$ cat src/verilog/rsc_pkg.sv
// Shared constants for the reset controller block
package rsc_pkg;

   // System clock period in ns
   localparam int unsigned CLK_NS = 10;

   // Printed register offsets, kept as word indices
   localparam logic [7:0] IDX_CAUSE_FLAGS = 8'h00;
   localparam logic [7:0] IDX_SW_TRIGGER = 8'h01;

   // Cause flag bit positions
   localparam int unsigned FLAG_POR = 0;
   localparam int unsigned FLAG_BROWNOUT = 1;
   localparam int unsigned FLAG_PIN = 2;
   localparam int unsigned FLAG_WATCHDOG = 3;
   localparam int unsigned FLAG_SW = 4;
   localparam int unsigned FLAG_DBG = 5;
   localparam int unsigned NUM_SRC = 6;

   // Software trigger bit position
   localparam int unsigned SW_TRIGGER_BIT = 0;

   // Reset values
   localparam logic [5:0] FLAGS_RST = 6'h01;
   localparam logic [5:0] CAUSE_RST = 6'h01;
   localparam logic [31:0] RDATA_RST = 32'h0000_0000;

   // Domain masks over the cause vector
   localparam logic [5:0] MASK_SUPPLY = 6'h03;
   localparam logic [5:0] MASK_POR = 6'h01;

   // Unlock window length in instructions
   localparam logic [2:0] UNLOCK_WINDOW_INSTR = 3'h4;

   // Fuse reload phase length in cycles
   localparam logic [15:0] FUSE_LOAD_CYC = 16'h0008;

   // Start-up delay unit, time and derived cycle count
   localparam int unsigned STARTUP_UNIT_NS = 1000;
   localparam int unsigned STARTUP_UNIT_CYC = (STARTUP_UNIT_NS + CLK_NS - 1) / CLK_NS;

   // Checksum scan source code meaning no scan at start-up
   localparam logic [1:0] SCAN_SRC_NONE = 2'h3;

   // Reset sequence states
   typedef enum logic [2:0] {
      RS_HOLD,
      RS_LOAD,
      RS_START,
      RS_SCAN,
      RS_RUN
   } rsc_state_t;

endpackage

$ cat src/verilog/rsc_reset_controller.sv
// Reset controller: source merge, cause flags, domain resets, AHB-Lite registers
`timescale 1ns/1ps

module rsc_reset_controller #(
   parameter int unsigned STARTUP_UNIT_CYC = rsc_pkg::STARTUP_UNIT_CYC
) (
   input wire logic clk_sys_i,
   input wire logic rst_i,
   // AHB-Lite slave
   input wire logic hsel_i,
   input wire logic [31:0] haddr_i,
   input wire logic [1:0] htrans_i,
   input wire logic hwrite_i,
   input wire logic [2:0] hsize_i,
   input wire logic [31:0] hwdata_i,
   input wire logic hready_i,
   output logic [31:0] hrdata_o,
   output logic hreadyout_o,
   output logic hresp_o,
   // Reset sources from pins and monitors
   input wire logic por_low_i,
   input wire logic brownout_detector_i,
   input wire logic reset_pin_n_i,
   input wire logic watchdog_timer_req_i,
   input wire logic single_pin_debug_port_req_i,
   // Fuses, static while running
   input wire logic reset_pin_function_field_i,
   input wire logic [2:0] startup_delay_fuse_field_i,
   input wire logic [1:0] checksum_scan_source_field_i,
   // Change protection from the processor, same clock
   input wire logic io_register_unlock_key_i,
   input wire logic instr_retired_i,
   // Checksum scan handshake
   input wire logic memory_checksum_scan_done_i,
   output logic memory_checksum_scan_start_o,
   // Domain resets
   output logic fuse_reload_o,
   output logic sys_reset_o,
   output logic debug_reset_o,
   output logic control_timer_override_reset_o
);

   // Synchroniser stages for the asynchronous inputs
   logic [5:0] sync1_r;
   logic [5:0] sync2_r;
   logic por_s, brownout_s, pin_n_s, watchdog_s, dbg_s, scan_done_s;

   rsc_pkg::rsc_state_t state_r, state_nxt;
   logic [15:0] cnt_r;
   logic [5:0] cause_r, cause_nxt;
   logic [5:0] flags_r;
   logic por_boot_r;
   logic [2:0] win_r;
   logic sw_req_r;
   logic [5:0] src_w;
   logic any_src;
   logic scan_en;
   logic [15:0] startup_cyc;

   // Bus data phase tracking
   logic dp_wr_r;
   logic dp_rd_r;
   logic [7:0] dp_idx_r;
   logic ap_take;
   logic [7:0] ap_idx;
   logic wr_flags;
   logic wr_trig;
   logic trig_ok;

   // Two flip-flops for each of the six asynchronous inputs; no reset, so they settle while rst_i is high
   always_ff @(posedge clk_sys_i) begin
      sync1_r <= {memory_checksum_scan_done_i, single_pin_debug_port_req_i,
                  watchdog_timer_req_i, reset_pin_n_i, brownout_detector_i, por_low_i};
      sync2_r <= sync1_r;
   end

   assign por_s = sync2_r[0];
   assign brownout_s = sync2_r[1];
   assign pin_n_s = sync2_r[2];
   assign watchdog_s = sync2_r[3];
   assign dbg_s = sync2_r[4];
   assign scan_done_s = sync2_r[5];

   // Source vector in flag bit order
   always_comb begin
      src_w = '0;
      src_w[rsc_pkg::FLAG_POR] = por_s;
      src_w[rsc_pkg::FLAG_BROWNOUT] = brownout_s;
      src_w[rsc_pkg::FLAG_PIN] = reset_pin_function_field_i & ~pin_n_s;
      src_w[rsc_pkg::FLAG_WATCHDOG] = watchdog_s;
      src_w[rsc_pkg::FLAG_SW] = sw_req_r;
      src_w[rsc_pkg::FLAG_DBG] = dbg_s;
   end

   assign any_src = |src_w;
   assign scan_en = checksum_scan_source_field_i != rsc_pkg::SCAN_SRC_NONE;
   assign startup_cyc = 16'(STARTUP_UNIT_CYC) << startup_delay_fuse_field_i;

   // Sequence: hold, fuse reload, start-up delay, scan wait, run
   always_comb begin
      state_nxt = state_r;
      if (any_src) begin
         state_nxt = rsc_pkg::RS_HOLD;
      end else begin
         unique case (state_r)
            rsc_pkg::RS_HOLD: begin
               state_nxt = rsc_pkg::RS_LOAD;
            end
            rsc_pkg::RS_LOAD: begin
               if (cnt_r == 16'h0000) begin
                  state_nxt = rsc_pkg::RS_START;
               end
            end
            rsc_pkg::RS_START: begin
               if (cnt_r == 16'h0000) begin
                  state_nxt = scan_en ? rsc_pkg::RS_SCAN : rsc_pkg::RS_RUN;
               end
            end
            rsc_pkg::RS_SCAN: begin
               if (scan_done_s) begin
                  state_nxt = rsc_pkg::RS_RUN;
               end
            end
            rsc_pkg::RS_RUN: begin
               state_nxt = rsc_pkg::RS_RUN;
            end
         endcase
      end
   end

   always_ff @(posedge clk_sys_i) begin
      if (rst_i) begin
         state_r <= rsc_pkg::RS_HOLD;
      end else begin
         state_r <= state_nxt;
      end
   end

   // Phase counter for fuse reload and start-up delay
   always_ff @(posedge clk_sys_i) begin
      if (rst_i) begin
         cnt_r <= rsc_pkg::FUSE_LOAD_CYC - 16'h0001;
      end else if (state_nxt == rsc_pkg::RS_HOLD) begin
         cnt_r <= rsc_pkg::FUSE_LOAD_CYC - 16'h0001;
      end else if (state_r == rsc_pkg::RS_LOAD && state_nxt == rsc_pkg::RS_START) begin
         cnt_r <= (startup_cyc == 16'h0000) ? 16'h0000 : startup_cyc - 16'h0001;
      end else if (cnt_r != 16'h0000 && state_r != rsc_pkg::RS_HOLD) begin
         cnt_r <= cnt_r - 16'h0001;
      end
   end

   // Causes gathered over one reset, used for domain selection
   always_comb begin
      if (state_r == rsc_pkg::RS_RUN) begin
         cause_nxt = src_w;
      end else begin
         cause_nxt = cause_r | src_w;
      end
   end

   always_ff @(posedge clk_sys_i) begin
      if (rst_i) begin
         cause_r <= rsc_pkg::CAUSE_RST;
      end else begin
         cause_r <= cause_nxt;
      end
   end

   // Domain resets, released synchronously on entering run
   always_ff @(posedge clk_sys_i) begin
      if (rst_i) begin
         sys_reset_o <= 1'b1;
         debug_reset_o <= 1'b1;
         control_timer_override_reset_o <= 1'b1;
         fuse_reload_o <= 1'b0;
         memory_checksum_scan_start_o <= 1'b0;
      end else begin
         sys_reset_o <= state_nxt != rsc_pkg::RS_RUN;
         debug_reset_o <= (state_nxt != rsc_pkg::RS_RUN) &&
                          ((cause_nxt & rsc_pkg::MASK_SUPPLY) != 6'h00);
         control_timer_override_reset_o <= (state_nxt != rsc_pkg::RS_RUN) &&
                                           ((cause_nxt & rsc_pkg::MASK_POR) != 6'h00);
         fuse_reload_o <= state_nxt == rsc_pkg::RS_LOAD;
         memory_checksum_scan_start_o <= state_nxt == rsc_pkg::RS_SCAN;
      end
   end

   // Address phase decode
   assign ap_take = hsel_i && htrans_i[1] && hready_i;
   assign ap_idx = haddr_i[9:2];

   always_ff @(posedge clk_sys_i) begin
      if (rst_i) begin
         dp_wr_r <= 1'b0;
         dp_rd_r <= 1'b0;
         dp_idx_r <= 8'h00;
      end else begin
         dp_wr_r <= ap_take && hwrite_i;
         dp_rd_r <= ap_take && !hwrite_i;
         dp_idx_r <= ap_idx;
      end
   end

   // Data phase write strobes
   assign wr_flags = dp_wr_r && dp_idx_r == rsc_pkg::IDX_CAUSE_FLAGS;
   assign wr_trig = dp_wr_r && dp_idx_r == rsc_pkg::IDX_SW_TRIGGER;
   assign trig_ok = wr_trig && win_r != 3'h0 && hwdata_i[rsc_pkg::SW_TRIGGER_BIT];

   // Unlock window counted in retired instructions
   always_ff @(posedge clk_sys_i) begin
      if (rst_i) begin
         win_r <= 3'h0;
      end else if (io_register_unlock_key_i) begin
         win_r <= rsc_pkg::UNLOCK_WINDOW_INSTR;
      end else if (wr_trig) begin
         win_r <= 3'h0;
      end else if (instr_retired_i && win_r != 3'h0) begin
         win_r <= win_r - 3'h1;
      end
   end

   // Software request, one cycle, self-clearing
   always_ff @(posedge clk_sys_i) begin
      if (rst_i) begin
         sw_req_r <= 1'b0;
      end else begin
         sw_req_r <= trig_ok;
      end
   end

   // Boot after power-on not yet complete
   always_ff @(posedge clk_sys_i) begin
      if (rst_i || por_s) begin
         por_boot_r <= 1'b1;
      end else if (state_r == rsc_pkg::RS_RUN) begin
         por_boot_r <= 1'b0;
      end
   end

   // Cause flags: set wins over write-one clear
   always_ff @(posedge clk_sys_i) begin
      if (rst_i) begin
         flags_r <= rsc_pkg::FLAGS_RST;
      end else if (por_s) begin
         flags_r <= rsc_pkg::FLAGS_RST;
      end else begin
         flags_r <= (flags_r & ~(wr_flags ? hwdata_i[5:0] : 6'h00)) |
                    (src_w & (por_boot_r ? rsc_pkg::MASK_POR : 6'h3f));
      end
   end

   // Read data registered at the address phase, zero wait states
   always_ff @(posedge clk_sys_i) begin
      if (rst_i) begin
         hrdata_o <= rsc_pkg::RDATA_RST;
         hreadyout_o <= 1'b1;
         hresp_o <= 1'b0;
      end else begin
         hreadyout_o <= 1'b1;
         hresp_o <= 1'b0;
         if (ap_take && !hwrite_i && ap_idx == rsc_pkg::IDX_CAUSE_FLAGS) begin
            hrdata_o <= {26'h0000000, flags_r};
         end else begin
            hrdata_o <= rsc_pkg::RDATA_RST;
         end
      end
   end

   // Checks
   a_sw_trig_reset: assert property (@(posedge clk_sys_i) disable iff (rst_i)
      trig_ok |=> sw_req_r ##1 sys_reset_o)
      else $error("software trigger did not start reset");

   a_locked_write: assert property (@(posedge clk_sys_i) disable iff (rst_i)
      (wr_trig && win_r == 3'h0) |=> !sw_req_r)
      else $error("locked trigger write took effect");

   a_por_hold: assert property (@(posedge clk_sys_i) disable iff (rst_i)
      por_s |=> sys_reset_o && control_timer_override_reset_o && debug_reset_o)
      else $error("power-on did not hold all domains");

   a_pin_hold: assert property (@(posedge clk_sys_i) disable iff (rst_i)
      (reset_pin_function_field_i && !pin_n_s) |=> sys_reset_o)
      else $error("pin low did not hold reset");

   a_domain_nest: assert property (@(posedge clk_sys_i) disable iff (rst_i)
      (control_timer_override_reset_o |-> debug_reset_o) and
      (debug_reset_o |-> sys_reset_o))
      else $error("domain resets not nested");

   a_por_flags: assert property (@(posedge clk_sys_i) disable iff (rst_i)
      por_s |=> flags_r == rsc_pkg::FLAGS_RST)
      else $error("flags wrong after power-on");

   a_trig_reads: assert property (@(posedge clk_sys_i) disable iff (rst_i)
      (ap_take && !hwrite_i && ap_idx == rsc_pkg::IDX_SW_TRIGGER) |=> hrdata_o == 32'h0)
      else $error("trigger register read nonzero");

   a_release_clean: assert property (@(posedge clk_sys_i) disable iff (rst_i)
      $fell(sys_reset_o) |-> !$past(any_src) && $past(state_r) != rsc_pkg::RS_HOLD)
      else $error("reset released while a source active");

   a_scan_wait: assert property (@(posedge clk_sys_i) disable iff (rst_i)
      (state_r == rsc_pkg::RS_SCAN && !scan_done_s) |=> sys_reset_o)
      else $error("reset released before scan done");

   a_set_wins: assert property (@(posedge clk_sys_i) disable iff (rst_i)
      (!por_s && !por_boot_r && src_w[rsc_pkg::FLAG_WATCHDOG]) |=>
      flags_r[rsc_pkg::FLAG_WATCHDOG])
      else $error("watchdog flag lost");

   a_load_count: assert property (@(posedge clk_sys_i) disable iff (rst_i)
      (state_r == rsc_pkg::RS_LOAD && $past(state_r) == rsc_pkg::RS_HOLD) |->
      cnt_r == rsc_pkg::FUSE_LOAD_CYC - 16'h0001)
      else $error("fuse reload length wrong");

   a_start_len: assert property (@(posedge clk_sys_i) disable iff (rst_i)
      (state_r == rsc_pkg::RS_LOAD && state_nxt == rsc_pkg::RS_START) |=>
      cnt_r == startup_cyc - 16'h0001)
      else $error("start-up delay count wrong");

   a_trig_self_clear: assert property (@(posedge clk_sys_i) disable iff (rst_i)
      sw_req_r |=> !sw_req_r)
      else $error("software request did not self-clear");

endmodule
$ cat config.mk
export PLATFORM = sky130hd
export DESIGN_NAME = rsc_reset_controller
export DESIGN_NICKNAME = d
export VERILOG_FILES = /design/src/verilog/rsc_pkg.sv /design/src/verilog/rsc_reset_controller.sv
export SDC_FILE = /design/constraint.sdc
export NUM_CORES = 1
export LEC_CHECK = 0
export ABC_AREA = 1
export ABC_CLOCK_PERIOD_IN_PS = 1700
export BUFFER_PORTS_ARGS = -buffer_cell sky130_fd_sc_hd__buf_2
export CAP_MARGIN = 10
export CORE_UTILIZATION = 45
export CTS_BUF_LIST = sky130_fd_sc_hd__clkbuf_4 sky130_fd_sc_hd__clkbuf_8 sky130_fd_sc_hd__clkbuf_16
export CTS_CLUSTER_DIAMETER = 40
export DETAILED_ROUTE_END_ITERATION = 6
export MAX_ROUTING_LAYER = met4
export PLACE_DENSITY = 0.77
export SETUP_SLACK_MARGIN = 0.4
export SLEW_MARGIN = 40
export SYNTH_ARGS = -nofsm -noshare
export SYNTH_HDL_FRONTEND = slang
export SYNTH_SLANG_ARGS = --single-unit
export TNS_END_PERCENT = 20
$ cat constraint.sdc
create_clock -name clk_sys_i -period 1.7 [get_ports clk_sys_i]
set_input_delay 0.34 -clock clk_sys_i [delete_from_list [all_inputs] [get_ports clk_sys_i]]
set_output_delay 0.34 -clock clk_sys_i [all_outputs]
set_load 0.02 [all_outputs]
Word-level counts from Yosys, hierarchy flattened
Index checks and enable logic that the tools add are counted.
{ "classes": {"eq_ne": 10, "n_mux": 15, "n_addsub": 3, "bitwise_logic": 8, "n_reduce_logical": 33, "shifts": 1} }
{ "ops": {"columns": ["op", "count"], "rows": [
  ["$mux 16", 3],
  ["$logic_not 16->1", 2],
  ["$sub 16x1->16 const B", 2],
  ["$mux 3", 8],
  ["$mux 6", 3],
  ["$logic_not 8->1", 2],
  ["$reduce_bool 16->1", 1],
  ["$shl 7x3->16 const A", 1],
  ["$pmux 3 s5", 1],
  ["$logic_and 1x1->1", 14],
  ["$and 6x6->6", 2],
  ["$eq 3x2->1 const B", 4],
  ["$or 6x6->6", 2],
  ["$reduce_bool 3->1", 3],
  ["$eq 8x1->1 const B", 1],
  ["$eq 3x1->1 const B", 2],
  ["$logic_not 3->1", 2],
  ["$not 6->6", 1],
  ["$reduce_bool 6->1", 1],
  ["$reduce_or 2->1", 3],
  ["$reduce_or 6->1", 1],
  ["$eq 3x3->1 const B", 1],
  ["$ne 3x3->1 const B", 1],
  ["$reduce_or 3->1", 1],
  ["other kinds (7)", 8]
]} }
{ "totals": {"out_inout_bits": 39, "in_bits": 88, "wordCells": 89, "regBits": 94} }

Logic depth before layout (Yosys ltp)
{ "logic_depth": {"depth_word": 8, "mapped_depth": 15} }

Worst setup path after synthesis
OpenSTA, ideal clock, no wires.
{ "synth_timing": {"path_kind": "input to register", "from": "input port startup_delay_fuse_field_i[0]", "to": "register cnt_r[10]", "slack_ns": -0.132, "t_arrival_ns": 1.721, "t_required_ns": 1.589, "stages": 12, "n_path_buf": 0, "path_cell_list": "inv_1 ha_1 or2_2 o21ai_2 nand2_1 nor2_1 nand3_1 xor2_1 nand3_1 nand2_1 inv_1 nor2_1"} }
{ "synth_via": {"elab_chain_len": 4, "elab_cells_between_ends": 5} }
{ "synth_lines": {"columns": ["element", "line", "text"], "rows": [
  ["start: declaration", "rsc_reset_controller.sv:28", "input wire logic [2:0] startup_delay_fuse_field_i,"],
  ["$shl 7x3->16 *", "rsc_reset_controller.sv:97", "assign startup_cyc = 16'(STARTUP_UNIT_CYC) << startup_delay_fuse_field_i;"],
  ["$sub 16x1->16 / $logic_not 16->1 (equally long branches)", "rsc_reset_controller.sv:146", "cnt_r <= (startup_cyc == 16'h0000) ? 16'h0000 : startup_cyc - 16'h0001;"],
  ["$mux 16 *", "rsc_reset_controller.sv:146", null],
  ["$mux 16 *", "rsc_reset_controller.sv:145", "end else if (state_r == rsc_pkg::RS_LOAD && state_nxt == rsc_pkg::RS_START) begin"],
  ["end signal: assignment", "rsc_reset_controller.sv:144", "cnt_r <= rsc_pkg::FUSE_LOAD_CYC - 16'h0001;"],
  ["end signal: assignment", "rsc_reset_controller.sv:146", null],
  ["end signal: assignment", "rsc_reset_controller.sv:148", "cnt_r <= cnt_r - 16'h0001;"],
  ["end: declaration", "rsc_reset_controller.sv:49", "logic [15:0] cnt_r;"]
]} }
Every way passes the cells marked *; elsewhere a longest branch is shown, timed or not.
A chain may end at the register's enable or synchronous reset.

Worst setup path in the final report
{ "layout_timing": {"from": "register cnt_r[3]", "to": "register cnt_r[10]"} }
{ "layout_via": {"elab_chain_len": 7, "elab_cells_between_ends": 15} }
{ "layout_lines": {"columns": ["element", "line", "text"], "rows": [
  ["start signal: assignment", "rsc_reset_controller.sv:142", "cnt_r <= rsc_pkg::FUSE_LOAD_CYC - 16'h0001;"],
  ["start signal: assignment", "rsc_reset_controller.sv:144", null],
  ["start signal: assignment", "rsc_reset_controller.sv:146", null],
  ["$logic_not 16->1", "rsc_reset_controller.sv:110, rsc_reset_controller.sv:115", null],
  ["$mux 3, on equally long branches", "rsc_reset_controller.sv:115, rsc_reset_controller.sv:110", null],
  ["$pmux 3 s5", "rsc_reset_controller.sv:105", "unique case (state_r)"],
  ["$mux 3", "rsc_reset_controller.sv:102", "if (any_src) begin"],
  ["$eq 3x2->1", "rsc_reset_controller.sv:145", null],
  ["$logic_and 1x1->1", "rsc_reset_controller.sv:145", null],
  ["$mux 16 / $reduce_bool 2->1 (equally long branches)", null, null]
]} }
Several ways; a longest one is shown, not always the timed one. The select of a mux whose other input is x is not followed.

==> results.cfg <==
[synthesis]
share_of_async_settable_or_async_resettable_flops_after_synthesis = 0
post_synth_edffs = 0
synth_cell_types = 36
seq_area_frac_synth = 0.377
synth.yosys.warnings = 0
instance_count_of_the_mapped_netlist = 464
ys.flop_type = sky130_fd_sc_hd__dfxtp_1
avgSynthCellArea_sq_um = 7.32
synth.ff_latch_count = 64
synthesis.area_sq_um = 3400

[power]
power_switching_share = 0.250
power_frac_comb = 0.103
power.clock.fraction = 0.440
sequential_group_share_of_total_power = 0.457
p_per_area_nw_per_um2 = 776
ir_worst_vdd_v = 0.000588
pint_uw = 2540
power.net_switching_uw = 848
total_leakage_power_uw = 0.00222

[route]
drt-vias-per-instance = 4.63
dr.pass1.iters = 4
drt-wirelength-per-cell_um = 11.0
dr.first_iter.drc_count = 119
number_of_routed_nets_with_antenna_violations = 0
drt_drc_violations_left = 0
wl_um = 7170
vias = 3020

[final_layout]
mostFrequentLayoutCell = sky130_fd_sc_hd__nand2_1
commonest_cells_after_routing_fill_and_taps_aside = 78 x sky130_fd_sc_hd__nand2_1, 58 x sky130_fd_sc_hd__inv_1, 56 x sky130_fd_sc_hd__dfxtp_1
final_core_util = 0.600
syn2layout_area_growth_pct = 28.7
nets = 646
antenna_diodes = 0
final.fill_count = 643
fin_area_sq_um = 4370
post_route_cells_drive_above_1_share = 0.306

[clocking]
cts.sink_count = 64
ctsRootBufferMaster = sky130_fd_sc_hd__clkbuf_8
clk-insertion-delay-late_ps = 350
cts_tree = yes
tritoncts.num_buffers = 9
post_cts_hold_buffer_count = 0
h_tree_depth_reported_by_cts = 3
cts.reportedPaths.clkPinSlew_ps = 80
clock_path_buffers = 2

[status]
outcome = complete, but fails checks
failed_checks = negative setup slack

[timing]
postLayoutSetupSlackWorst_ps = -54.9
clock_skew_ps = 9.71
rsz_0062_raised_after_global_routing = true
timing.final.crit_period_ps = 1750
final-hold-violation-count = 0
max_slew_violation_total_from_the_final_report = 0
maxClockFrequency_mhz = 570
final-setup-viol-count = 12
final.period_utilization = 1.03

[floorplanning]
die_x_um = 88.9
coreArea_sq_um = 7290
boundary_pins = 127
initial_core_util = 0.466
die_area_sq_um = 7900
rows = 31
vertical_die_dimension_um = 88.9

[placed_design]
finalWeightedCongestion = 0.872
hpwl_detailed_um = 5100
dpl_cell_area_sq_um = 3970
port-buffer-count = 44

[worst_setup_path]
setup.worst_path.end_class = register
critPathTopFamily = simple AND/OR/NAND/NOR gates
r2r-start = cnt_r[3]$_SDFFE_PP0P_
reg2reg_setup_slack_ps = -50
critical_path_buffers_and_inverters = 2
regToRegEndpoint = cnt_r[10]$_SDFFE_PP0P_
critical_path_required_ps = 1950
crit_path_start_kind = register
reg2regPathDepth = 13
crit_path_max_incr_delay_ps = 360
slowest_stage = sky130_fd_sc_hd__dfxtp_1
timing_worst_setup_path_type = reg2reg
crit_path_max_fanout = 10
worst-endpoint-arrival_ps = 2010
crit_chain = nor2_1 > nand2_1 > nor2_4 > nand2_4 > nand2_2 > nand2_2 > nor2_4 > nand4_4 > clkbuf_16 > o21ai_1 > nand2_1 > inv_1 > nor2_1

[global_route]
initial_antenna_violation_count = 0
wire_length_of_the_first_global_routing_pass_um = 11700
grt_max_degree = 31
grt_use_total = 0.202
grt.overflow.total = 0
first_global_vias = 2772

[min_path]
min_path_type = in2reg
worst_hold_startpoint = reset_pin_n_i
whs_path_cells = 1
min_to = sync1_r[2]$_DFF_P_

[run]
maxCapViolations = 0
[routing by layer]
layer	share of wire	track usage	vias up
li1	-	-	1556
met1	0.43	0.234	1354
met2	0.50	0.334	97
met3	0.046	0.0401	13
met4	0.021	0.0938	0
met5	0	-	-
[cell type report]
| class | count | area (sq um) | area share |
|---|---|---|---|
| inverters | 68 | 278 | 0.0635 |
| clock inverters | 6 | 92.6 | 0.0212 |
| repair buffers | 86 | 598 | 0.137 |
| clock buffers | 10 | 138 | 0.0315 |
| well taps | 99 | 124 | 0.0283 |
| flip-flops and latches | 64 | 1290 | 0.295 |
| multi-input cells | 319 | 1850 | 0.423 |
[state kept, by name, summed over array words and instances, names as in the netlist]
register	flops
debug_reset_o	1
cause_r	2
cnt_r	16
sw_req_r	1
flags_r	6
hrdata_o	6
state_r	3
por_boot_r	1
fuse_reload_o	1
memory_checksum_scan_start_o	1
dp_wr_r	1
sync2_r	6
sys_reset_o	1
win_r	3
control_timer_override_reset_o	1
sync1_r	6
dp_idx_r	8
[stage by stage]
stage               setup slack [ps]  setup TNS [ps]  total power [uW]  hold WS [ps]  std cells
detailed placement              -233           -1660              1910           314        634
global placement                -210           -1260              1890           310        634
global route                    -204           -2660              3520          75.2        652
floorplan                       34.1               0              1830           310        490
CTS                            -28.4           -33.0              3390          78.9        650
finish                         -54.9            -402              3390          81.2        652
[power groups by stage]
stage | clock (uW) | combinational, uW | sequential [uW]
after floorplan | 0 | 257 | 1580
after global placement | 0 | 317 | 1580
after detailed placement | 0 | 327 | 1580
after global routing | 1570 | 388 | 1550
after CTS | 1500 | 338 | 1550
final | 1490 | 348 | 1550
[worst reg2reg max path, stage by stage (launching register included)]
cell and delay (ps):
sky130_fd_sc_hd__dfxtp_1 360, sky130_fd_sc_hd__nor2_1 110, sky130_fd_sc_hd__nand2_1 90, sky130_fd_sc_hd__nor2_4 150, sky130_fd_sc_hd__nand2_4 80, sky130_fd_sc_hd__nand2_2 110
sky130_fd_sc_hd__nand2_2 80, sky130_fd_sc_hd__nor2_4 90, sky130_fd_sc_hd__nand4_4 140, sky130_fd_sc_hd__clkbuf_16 210, sky130_fd_sc_hd__o21ai_1 80, sky130_fd_sc_hd__nand2_1 60
sky130_fd_sc_hd__inv_1 50, sky130_fd_sc_hd__nor2_1 30
[cell usage after synthesis, drive strengths merged (4+ instances only)]
cell / count / area, sq um
o21ai: 26 / 138
nand4: 6 / 52.6
nand2: 89 / 349
a21oi: 12 / 63.8
nand3: 36 / 190
nor2: 63 / 262
xor2: 18 / 158
ha: 10 / 125
buf: 35 / 268
nor3: 7 / 35.0
inv: 67 / 251
xnor2: 5 / 43.8
dfxtp: 64 / 1280
clkbuf: 4 / 15.0
nor4: 4 / 40.0
nand3b: 9 / 67.6
[kinds of logic after synthesis]
family                     after synthesis  synth area share
other                                    2           0.00221
DFF                                     64             0.377
buffers and inverters                  107             0.158
and+or+nand+nor                        217             0.301
adders and majority gates               10            0.0368
xor gates and xnor gates                23            0.0593
AOI/OAI and AO/OA                       41            0.0652
[what timing repair did]
action	4_1_cts	5_1_grt
buffers inserted	0	1
cloned	0	1
gates resized for setup	33	23
pin swaps	5	24
endpoints found under the setup margin	33	33
[worst max path at each step]
stage                                        end  cells past startpoint  slack (ps)                          start
after floorplan           cnt_r[10]$_SDFFE_PP0P_                     12          30  startup_delay_fuse_field_i[1]
after global placement    cnt_r[10]$_SDFFE_PP0P_                     13        -210  startup_delay_fuse_field_i[1]
after detailed placement  cnt_r[10]$_SDFFE_PP0P_                     13        -230  startup_delay_fuse_field_i[1]
after CTS                  cnt_r[7]$_SDFFE_PP0P_                     13         -30          cnt_r[1]$_SDFFE_PP1P_
after global routing       cnt_r[7]$_SDFFE_PP0P_                     12        -200          cnt_r[7]$_SDFFE_PP0P_
final                     cnt_r[10]$_SDFFE_PP0P_                     13         -50          cnt_r[3]$_SDFFE_PP0P_
Power figures use the tool's default switching activity.
